--- config.mk ---
export PLATFORM = sky130hd
export DESIGN_NAME = pae_top
export DESIGN_NICKNAME = d
export VERILOG_FILES = /design/src/pkg/pae_pkg.sv /design/src/rtl/pae_alarm_unit.sv /design/src/rtl/pae_top.sv
export SDC_FILE = /design/constraint.sdc
export NUM_CORES = 2
export LEC_CHECK = 0
export BUFFER_PORTS_ARGS = -buffer_cell sky130_fd_sc_hd__buf_4
export CELL_PAD_IN_SITES_DETAIL_PLACEMENT = 1
export CELL_PAD_IN_SITES_GLOBAL_PLACEMENT = 1
export CORE_MARGIN = 2
export CORE_UTILIZATION = 50
export CTS_BUF_LIST = sky130_fd_sc_hd__clkbuf_8
export DETAILED_ROUTE_END_ITERATION = 7
export GPL_TIMING_DRIVEN = 0
export HOLD_SLACK_MARGIN = 0.12
export PLACE_DENSITY = 0.86
export SYNTH_ARGS = -nofsm -noshare
export SYNTH_HDL_FRONTEND = slang
export SYNTH_SLANG_ARGS = --single-unit
--- constraint.sdc ---
create_clock -name core_clk_i -period 16 [get_ports core_clk_i]
set_input_delay 3.2 -clock core_clk_i [delete_from_list [all_inputs] [get_ports core_clk_i]]
set_output_delay 3.2 -clock core_clk_i [all_outputs]
set_load 0.02 [all_outputs]
--- src/pkg/pae_pkg.sv ---
// Package: register map, field layout, reset values and alarm type codes
package pae_pkg;

  localparam int unsigned PV_W = 16;

  // Register offsets (byte addresses)
  localparam logic [7:0] OFF_SP      = 8'h00;
  localparam logic [7:0] OFF_PV      = 8'h04;
  localparam logic [7:0] OFF_STATE   = 8'h08;
  localparam logic [7:0] OFF_IRQ_ST  = 8'h0C;
  localparam logic [7:0] OFF_IRQ_MSK = 8'h10;
  localparam logic [7:0] OFF_ASSIGN  = 8'h14;
  localparam logic [7:0] OFF_CFG0    = 8'h20;
  localparam logic [7:0] OFF_THR0    = 8'h24;
  localparam logic [7:0] OFF_HYS0    = 8'h28;
  localparam logic [7:0] ALM_STRIDE  = 8'h10;

  // Per-alarm configuration fields
  localparam int unsigned CFG_TYPE_LSB = 0;
  localparam int unsigned CFG_POL_BIT  = 4;
  localparam int unsigned CFG_DP_LSB   = 8;

  // Reset values
  localparam logic [3:0]      RST_TYPE = 4'h2;
  localparam logic [PV_W-1:0] RST_THR  = 16'h0000;
  localparam logic [PV_W-1:0] RST_HYS  = 16'h0002;
  localparam logic [PV_W-1:0] RST_SP   = 16'h0000;

  typedef enum logic [3:0] {
    PAE_T_NONE   = 4'b0000,
    PAE_T_UPLO   = 4'b0001,
    PAE_T_UP     = 4'b0010,
    PAE_T_LO     = 4'b0011,
    PAE_T_RANGE  = 4'b0100,
    PAE_T_UPLO_S = 4'b0101,
    PAE_T_UP_S   = 4'b0110,
    PAE_T_LO_S   = 4'b0111,
    PAE_T_ABS_UP = 4'b1000,
    PAE_T_ABS_LO = 4'b1001,
    PAE_T_AUP_S  = 4'b1010,
    PAE_T_ALO_S  = 4'b1011
  } pae_alarm_type;

endpackage : pae_pkg

--- src/rtl/pae_alarm_unit.sv ---
// One alarm channel: comparison, hysteresis and standby sequence
`timescale 1ns/1ps
`default_nettype none
module pae_alarm_unit (
  input  wire logic                      core_clk_i,
  input  wire logic                      sys_rst_i,
  input  wire logic [3:0]                type_i,
  input  wire logic signed [pae_pkg::PV_W-1:0] thr_i,
  input  wire logic [pae_pkg::PV_W-1:0]  hys_i,
  input  wire logic signed [pae_pkg::PV_W-1:0] sp_i,
  input  wire logic signed [pae_pkg::PV_W-1:0] pv_i,
  output logic                           alarm_o
);
  import pae_pkg::*;

  localparam int unsigned W = PV_W + 2;

  logic signed [W-1:0] pv_x;
  logic signed [W-1:0] sp_x;
  logic signed [W-1:0] thr_x;
  logic signed [W-1:0] hys_x;
  logic signed [W-1:0] hi_lim;
  logic signed [W-1:0] lo_lim;
  logic                is_abs;
  logic                standby;
  logic                in_on;
  logic                in_off;
  logic                armed;
  logic                next_alarm;

  assign pv_x   = W'(pv_i);
  assign sp_x   = W'(sp_i);
  assign thr_x  = W'(thr_i);
  assign hys_x  = W'({1'b0, hys_i});
  assign is_abs = type_i[3];
  assign standby = (type_i == PAE_T_UPLO_S) || (type_i == PAE_T_UP_S) ||
                   (type_i == PAE_T_LO_S) || (type_i == PAE_T_AUP_S) ||
                   (type_i == PAE_T_ALO_S);
  // Trip levels: deviation from set point, or absolute level
  assign hi_lim = is_abs ? thr_x : sp_x + thr_x;
  assign lo_lim = is_abs ? thr_x : sp_x - thr_x;

  // in_on: enter alarm; in_off: still in alarm with hysteresis margin
  always_comb begin
    in_on  = 1'b0;
    in_off = 1'b0;
    case (type_i)
      PAE_T_UPLO: begin
        in_on  = thr_i[PV_W-1] || pv_x > hi_lim || pv_x < lo_lim;
        in_off = thr_i[PV_W-1] || pv_x > hi_lim - hys_x ||
                 pv_x < lo_lim + hys_x;
      end
      PAE_T_UPLO_S: begin
        in_on  = !thr_i[PV_W-1] && (pv_x > hi_lim || pv_x < lo_lim);
        in_off = !thr_i[PV_W-1] && (pv_x > hi_lim - hys_x ||
                 pv_x < lo_lim + hys_x);
      end
      PAE_T_RANGE: begin
        in_on  = !thr_i[PV_W-1] && pv_x <= hi_lim && pv_x >= lo_lim;
        in_off = !thr_i[PV_W-1] && pv_x <= hi_lim + hys_x &&
                 pv_x >= lo_lim - hys_x;
      end
      PAE_T_UP, PAE_T_UP_S, PAE_T_ABS_UP, PAE_T_AUP_S: begin
        in_on  = pv_x > hi_lim;
        in_off = pv_x > hi_lim - hys_x;
      end
      PAE_T_LO, PAE_T_LO_S: begin
        in_on  = pv_x < lo_lim;
        in_off = pv_x < lo_lim + hys_x;
      end
      PAE_T_ABS_LO, PAE_T_ALO_S: begin
        in_on  = pv_x < thr_x;
        in_off = pv_x < thr_x + hys_x;
      end
      default: begin
        in_on  = 1'b0;
        in_off = 1'b0;
      end
    endcase
  end

  // Standby: arm once the value is outside the alarm range
  always_ff @(posedge core_clk_i) begin
    if (sys_rst_i) begin
      armed <= 1'b0;
    end else if (standby && !in_on) begin
      armed <= 1'b1;
    end
  end

  assign next_alarm = (alarm_o ? in_off : in_on) && (armed || !standby);

  always_ff @(posedge core_clk_i) begin
    if (sys_rst_i) begin
      alarm_o <= 1'b0;
    end else begin
      alarm_o <= next_alarm;
    end
  end

endmodule : pae_alarm_unit
`default_nettype wire

--- src/rtl/pae_top.sv ---
// Process alarm evaluator: Wishbone registers, three alarm channels, outputs
//
// Overview of operation
// - Three independent alarms exist, and each reaches an output only when assigned to it; here each also drives its LED whatever the assignment.
// - Each alarm state comes from its type, signed threshold and hysteresis applied to the process value.
// - Each alarm has its own contact polarity bit, independent of others and of type.
// - Type codes 1 to 11; 1-7 compare against set point plus or minus threshold, 8-11 against absolute threshold.
// - Type 1 with a negative threshold is always asserted.
// - Types 4 and 5 with a negative threshold are never asserted.
// - Standby types 5, 6, 7, 10, 11 stay off until the value has left the range once and re-entered.
// - Each alarm keeps its own type code, resetting to 2.
// - Each alarm keeps its own signed threshold, resetting to 0, whose sign shapes the comparison.
// - Each alarm keeps its own hysteresis width, resetting to 0.02 percent of full scale.
// - Normally-open output equals the alarm, normally-closed inverts it; the LED shows the alarm.
// - The threshold decimal point follows the input scaling or sensor resolution setting.
//
// Decided for this implementation: the register addresses and the Wishbone slave port.
`timescale 1ns/1ps
`default_nettype none
module pae_top (
  input  wire logic        core_clk_i,
  input  wire logic        sys_rst_i,
  input  wire logic        wb_cyc_i,
  input  wire logic        wb_stb_i,
  input  wire logic        wb_we_i,
  input  wire logic [7:0]  wb_adr_i,
  input  wire logic [3:0]  wb_sel_i,
  input  wire logic [31:0] wb_dat_i,
  output logic [31:0]      wb_dat_o,
  output logic             wb_ack_o,
  input  wire logic [pae_pkg::PV_W-1:0] process_value_i,
  input  wire logic [3:0]  input_dp_i,
  output logic [3:0]       contact_o,
  output logic [2:0]       alarm_led_o,
  output logic             irq_o
);
  import pae_pkg::*;

  // ----------------------------------------------------------------
  // Registers
  // ----------------------------------------------------------------
  logic [PV_W-1:0] set_point;
  logic [3:0]      alm_type [3];
  logic            alm_pol  [3];
  logic [PV_W-1:0] alm_thr  [3];
  logic [PV_W-1:0] alm_hys  [3];
  logic [1:0]      assign_sel [4];
  logic [2:0]      irq_status;
  logic [2:0]      irq_mask;
  logic [2:0]      alarm;
  logic [2:0]      alarm_d;
  logic            req;
  logic            wr;
  logic [2:0]      idx;
  logic [7:0]      rel;
  logic [31:0]     next_rdata;

  assign req = wb_cyc_i && wb_stb_i && !wb_ack_o;
  assign wr  = req && wb_we_i;

  // Channel index and offset within channel block
  always_comb begin
    idx = 3'd3;
    rel = 8'h00;
    if (wb_adr_i >= OFF_CFG0 && wb_adr_i < OFF_CFG0 + 3 * ALM_STRIDE) begin
      idx = 3'((wb_adr_i - OFF_CFG0) / ALM_STRIDE);
      rel = 8'(((wb_adr_i - OFF_CFG0) % ALM_STRIDE) + OFF_CFG0);
    end
  end

  always_ff @(posedge core_clk_i) begin
    if (sys_rst_i) begin
      wb_ack_o <= 1'b0;
    end else begin
      wb_ack_o <= req;
    end
  end

  // ----------------------------------------------------------------
  // Register writes
  // ----------------------------------------------------------------
  always_ff @(posedge core_clk_i) begin
    if (sys_rst_i) begin
      set_point <= RST_SP;
      irq_mask  <= 3'h0;
      assign_sel[0] <= 2'd0;
      assign_sel[1] <= 2'd1;
      assign_sel[2] <= 2'd2;
      assign_sel[3] <= 2'd3;
      for (int i = 0; i < 3; i++) begin
        alm_type[i] <= RST_TYPE;
        alm_pol[i]  <= 1'b0;
        alm_thr[i]  <= RST_THR;
        alm_hys[i]  <= RST_HYS;
      end
    end else if (wr && wb_sel_i == 4'hF) begin
      if (wb_adr_i == OFF_SP) begin
        set_point <= wb_dat_i[PV_W-1:0];
      end else if (wb_adr_i == OFF_IRQ_MSK) begin
        irq_mask <= wb_dat_i[2:0];
      end else if (wb_adr_i == OFF_ASSIGN) begin
        for (int k = 0; k < 4; k++) begin
          assign_sel[k] <= wb_dat_i[2*k +: 2];
        end
      end else if (idx != 3'd3 && rel == OFF_CFG0) begin
        alm_type[idx[1:0]] <= wb_dat_i[CFG_TYPE_LSB +: 4];
        alm_pol[idx[1:0]]  <= wb_dat_i[CFG_POL_BIT];
      end else if (idx != 3'd3 && rel == OFF_THR0) begin
        alm_thr[idx[1:0]] <= wb_dat_i[PV_W-1:0];
      end else if (idx != 3'd3 && rel == OFF_HYS0) begin
        alm_hys[idx[1:0]] <= wb_dat_i[PV_W-1:0];
      end
    end
  end

  // ----------------------------------------------------------------
  // Read data
  // ----------------------------------------------------------------
  always_comb begin
    next_rdata = 32'h0000_0000;
    if (wb_adr_i == OFF_SP) begin
      next_rdata = 32'(set_point);
    end else if (wb_adr_i == OFF_PV) begin
      next_rdata = 32'(process_value_i);
    end else if (wb_adr_i == OFF_STATE) begin
      next_rdata = {25'h0, contact_o, alarm};
    end else if (wb_adr_i == OFF_IRQ_ST) begin
      next_rdata = 32'(irq_status);
    end else if (wb_adr_i == OFF_IRQ_MSK) begin
      next_rdata = 32'(irq_mask);
    end else if (wb_adr_i == OFF_ASSIGN) begin
      next_rdata = {24'h0, assign_sel[3], assign_sel[2], assign_sel[1], assign_sel[0]};
    end else if (idx != 3'd3 && rel == OFF_CFG0) begin
      // Threshold decimal point mirrors the input scaling setting
      next_rdata = {20'h0, input_dp_i, 3'h0, alm_pol[idx[1:0]],
                    alm_type[idx[1:0]]};
    end else if (idx != 3'd3 && rel == OFF_THR0) begin
      next_rdata = 32'(alm_thr[idx[1:0]]);
    end else if (idx != 3'd3 && rel == OFF_HYS0) begin
      next_rdata = 32'(alm_hys[idx[1:0]]);
    end
  end

  always_ff @(posedge core_clk_i) begin
    if (sys_rst_i) begin
      wb_dat_o <= 32'h0000_0000;
    end else if (req && !wb_we_i) begin
      wb_dat_o <= next_rdata;
    end
  end

  // ----------------------------------------------------------------
  // Alarm channels
  // ----------------------------------------------------------------
  genvar g;
  generate
    for (g = 0; g < 3; g++) begin : g_alm
      pae_alarm_unit u_alarm (
        .core_clk_i (core_clk_i),
        .sys_rst_i  (sys_rst_i),
        .type_i     (alm_type[g]),
        .thr_i      (alm_thr[g]),
        .hys_i      (alm_hys[g]),
        .sp_i       (set_point),
        .pv_i       (process_value_i),
        .alarm_o    (alarm[g])
      );
    end
  endgenerate

  // ----------------------------------------------------------------
  // Outputs and interrupt
  // ----------------------------------------------------------------
  always_ff @(posedge core_clk_i) begin
    if (sys_rst_i) begin
      contact_o   <= 4'h0;
      alarm_led_o <= 3'h0;
    end else begin
      for (int k = 0; k < 4; k++) begin
        if (assign_sel[k] == 2'd3) begin
          contact_o[k] <= 1'b0;
        end else begin
          contact_o[k] <= alarm[assign_sel[k]] ^ alm_pol[assign_sel[k]];
        end
      end
      alarm_led_o <= alarm;
    end
  end

  always_ff @(posedge core_clk_i) begin
    if (sys_rst_i) begin
      alarm_d    <= 3'h0;
      irq_status <= 3'h0;
    end else begin
      alarm_d <= alarm;
      if (wr && wb_sel_i[0] && wb_adr_i == OFF_IRQ_ST) begin
        irq_status <= (irq_status & ~wb_dat_i[2:0]) | (alarm & ~alarm_d);
      end else begin
        irq_status <= irq_status | (alarm & ~alarm_d);
      end
    end
  end

  assign irq_o = |(irq_status & irq_mask);

endmodule : pae_top
`default_nettype wire

==> results by group <==
Outcome
  • Status: finished clean

Placed design
  • Placed cells: 5348
  • Gp weighted congestion: 1.02
  • Detailed placement HPWL: 112000 um
  • Number of port buffers: 75

Synthesis
  • Number of instances in the synthesized netlist: 4385
  • Cell type with the largest total area after synthesis: sky130_fd_sc_hd__ha_1
  • Number of synthesized flops with an enable pin: 119
  • Post-synthesis instance area: 0.0342 sq mm
  • Cell types with the largest area share after synthesis: sky130_fd_sc_hd__ha_1, sky130_fd_sc_hd__edfxtp_1, sky130_fd_sc_hd__a21oi_1
  • Number of library cell types mapped by synthesis: 98
  • Top-area cell type share of the netlist area: 0.270
  • Main flop type after synthesis: sky130_fd_sc_hd__edfxtp_1
  • Most used standard cell by instance count after synthesis: sky130_fd_sc_hd__ha_1
  • Total of warnings raised by yosys: 0
  • Post-synth top cells: sky130_fd_sc_hd__ha_1, sky130_fd_sc_hd__a21oi_1, sky130_fd_sc_hd__nor2_1, sky130_fd_sc_hd__inv_1, sky130_fd_sc_hd__nand2_1
  • Sequential fraction of the synthesis area: 0.135
  • Avg Cell Area, Syn: 7.79 sq um
  • Proportion of synthesized flip-flops having asynchronous set or reset: 0
  • Synth Register Bits: 171

Power
  • Worst ir drop on vdd: 0.0000501 V
  • Power share of the clock group: 0.184
  • Switching power: 0.000917 W
  • Standby leakage power: 16.3 nW
  • Design internal power: 0.00104 W
  • Sequential share of power: 0.266
  • Logic pwr share: 0.550
  • Fraction of power spent switching nets: 0.469
  • Total power per unit cell area: 53.8 mW/mm^2

Timing
  • WHS: 0.499 ns
  • Total count of max-transition violations in the final report: 0
  • Slew at the pin closest to its max-slew limit: 1.24 ns
  • Setup TNS Final: 0 ns
  • Final setup violating endpoints: 0
  • Worst slew margin: 0.163
  • Fin Clk Skew: 0.0296 ns
  • Time the worst path needs with I/O delays and setup: 7.88 ns
  • Highest achievable clock rate: 127 MHz
  • Share of the clock period used by the worst path after layout: 0.493
  • Total count of hold-check failures in the final report: 0
  • Unrepaired setup endpoints after global routing: no

Die
  • Number of primary I/O pins: 110
  • Placeable core region: 0.0674 sq mm
  • Height of the die: 265 um
  • Number of placement rows: 95
  • Width of the die: 265 um
  • Die Outline Area: 0.0704 sq mm
  • Initial Utilization: 0.507

Final layout
  • End-of-flow core utilization: 0.539
  • Signed area change from the synthesized netlist to the final layout: 6.37%
  • Fillers: 8531
  • Layout Nets: 5322
  • Share of final-layout standard cells stronger than drive strength 1: 0.0493
  • Post-layout instance count excluding filler cells: 5381

Global route
  • Vias in the first global route: 35500
  • Total grt overflow: 0
  • Antenna violations before repair: 3
  • Maximum number of pins on one net before global-route repair: 62
  • Total routing usage reported by global routing: 0.385
  • Global-route wire length before repair: 207000 um

Worst setup path
  • Cell type group with the largest total delay on the critical path: compound AO/OA/AOI/OAI gates
  • Crit path capture type: flop
  • Critical Path RT: 16.48 ns
  • Buffer and inverter count on the worst path: 2
  • Largest incremental delay on the critical path: 0.96 ns
  • Setup CP Type: reg2reg
  • Critical-path maximum fanout: 10
  • Critical path launch point type: flop
  • Worst EP arrival: 8.37 ns
  • Top cell by count, worst path: sky130_fd_sc_hd__a21oi_1
  • Slowest cell on crit path: sky130_fd_sc_hd__dfxtp_1

CTS
  • Number of levels in the clock H-tree: 4
  • Worst skew pair latency: 0.54 ns
  • Root buffer cell: sky130_fd_sc_hd__clkbuf_8
  • CTS resizes: 0
  • Postcts setup bufs: 0
  • Num CTS Buffers: 17
  • Clock transition time at the flip-flop clock pins of the worst setup and hold paths: 0.14 ns
  • Clock sink total: 171
  • Maximum buffer depth of the clock tree: 2
  • Post-CTS Hold Fix Bufs: 0
  • CTS tree: yes

Drt
  • Routed wire length: 139000 um
  • Via count: 35100
  • Number of iterations in the first detailed-routing pass: 6
  • Drt drc: 0
  • Average wire per standard cell: 25.8 um
  • Average vias per placed instance: 6.52
  • Drt first-iter violations: 2741
  • Final antenna-violating net count: 0

Run
  • Maximum capacitance violations: 0

Min path
  • Hold crit path type: reg2reg
==> worst paths after layout <==
| kind | start | end | slack, ns | cells after the start |
|---|---|---|---|---|
| max | set_point[1]$_SDFFE_PP0P_ | g_alm[2].u_alarm.alarm_o$_SDFF_PP0_ | 8.12 | 26 |
| min | g_alm[1].u_alarm.armed$_SDFFE_PP0P_ | g_alm[1].u_alarm.armed$_SDFFE_PP0P_ | 0.50 | 2 |
| max reg2reg | set_point[1]$_SDFFE_PP0P_ | g_alm[2].u_alarm.alarm_o$_SDFF_PP0_ | 8.12 | 26 |
| min reg2reg | g_alm[1].u_alarm.armed$_SDFFE_PP0P_ | g_alm[1].u_alarm.armed$_SDFFE_PP0P_ | 0.50 | 2 |
==> kinds of logic (layout without fill, tap and decap cells) <==
logic type                 count (synthesis)  in the layout  synth area share
and+or+nand+nor                         1424           1424             0.211
muxes                                     32             32           0.00978
adders and majority gates                759            759             0.283
xor gates and xnor gates                 261            261            0.0669
AOI/OAI and AO/OA                       1223           1223             0.236
other                                      1             17          0.000110
DFF                                      171            171             0.135
buffers and inverters                    514            621            0.0592
==> power groups by stage <==
| stage | sequential, W | combinational, W | clock (W) |
|---|---|---|---|
| floorplan | 0.000515 | 0.000732 | 0 |
| global placement | 0.000527 | 0.00101 | 0 |
| detailed placement | 0.000528 | 0.00105 | 0 |
| CTS | 0.000518 | 0.00106 | 0.000355 |
| global route | 0.000521 | 0.00119 | 0.000370 |
| finish | 0.000521 | 0.00108 | 0.000359 |
==> cell type report <==
type / instances / area, sq um / area share
buffer: 167 / 721 / 0.0198
sequential: 171 / 4610 / 0.127
timing repair buffer: 75 / 563 / 0.0155
inverter: 347 / 1300 / 0.0359
clock buffer: 17 / 234 / 0.00644
antenna: 1 / 2.50 / 0.0000689
tap: 873 / 1090 / 0.0301
clock inverter: 15 / 226 / 0.00623
multi-input combinational: 3715 / 27600 / 0.759
==> worst min-delay path, cell delays in order, from the launching register on <==
cell and delay (ns):
sky130_fd_sc_hd__dfxtp_1 0.34, sky130_fd_sc_hd__inv_1 0.07, sky130_fd_sc_hd__a21oi_1 0.05
==> cells in the final DEF (no fill, tap or decap), types with 67 or more instances in the layout <==
master and count:
sky130_fd_sc_hd__nor3_1 151, sky130_fd_sc_hd__buf_4 92, sky130_fd_sc_hd__ha_1 738, sky130_fd_sc_hd__clkbuf_1 125
sky130_fd_sc_hd__edfxtp_1 119, sky130_fd_sc_hd__a21o_1 80, sky130_fd_sc_hd__o21a_1 72, sky130_fd_sc_hd__nand3_1 84
sky130_fd_sc_hd__and2_1 103, sky130_fd_sc_hd__xor2_1 67, sky130_fd_sc_hd__nor2_1 348, sky130_fd_sc_hd__o21ai_0 228
sky130_fd_sc_hd__nand2b_1 93, sky130_fd_sc_hd__inv_1 344, sky130_fd_sc_hd__xnor2_1 194, sky130_fd_sc_hd__nand2_1 287
sky130_fd_sc_hd__a21oi_1 364, sky130_fd_sc_hd__nor2b_1 80
==> flip-flops by register name, indices dropped and copies added, names as in the netlist <==
name                   count
alm_hys                   48
alm_thr                   48
set_point                 16
wb_dat_o                  16
alm_type                  12
assign_sel                 8
contact_o                  4
alarm_d                    3
alm_pol                    3
g_alm.u_alarm.alarm_o      3
g_alm.u_alarm.armed        3
irq_mask                   3
irq_status                 3
wb_ack_o                   1
==> metal layers <==
layer / vias to the layer above / GRT usage / share of wire
li1: 16200 / - / -
met1: 17200 / 0.474 / 0.40
met2: 1332 / 0.638 / 0.45
met3: 397 / 0.0556 / 0.078
met4: 2 / 0.226 / 0.069
met5: - / 0 / 0.000065
==> through the flow <==
step                total power [W]  area, sq um  worst slack [ns]
detailed placement          0.00158        35900              8.49
finish                      0.00196        36300              8.12
global placement            0.00153        35900              8.54
CTS                         0.00193        36300              8.42
floorplan                   0.00125        34200             10.60
global route                0.00208        36300              7.74
Power figures use the tool's default switching activity.
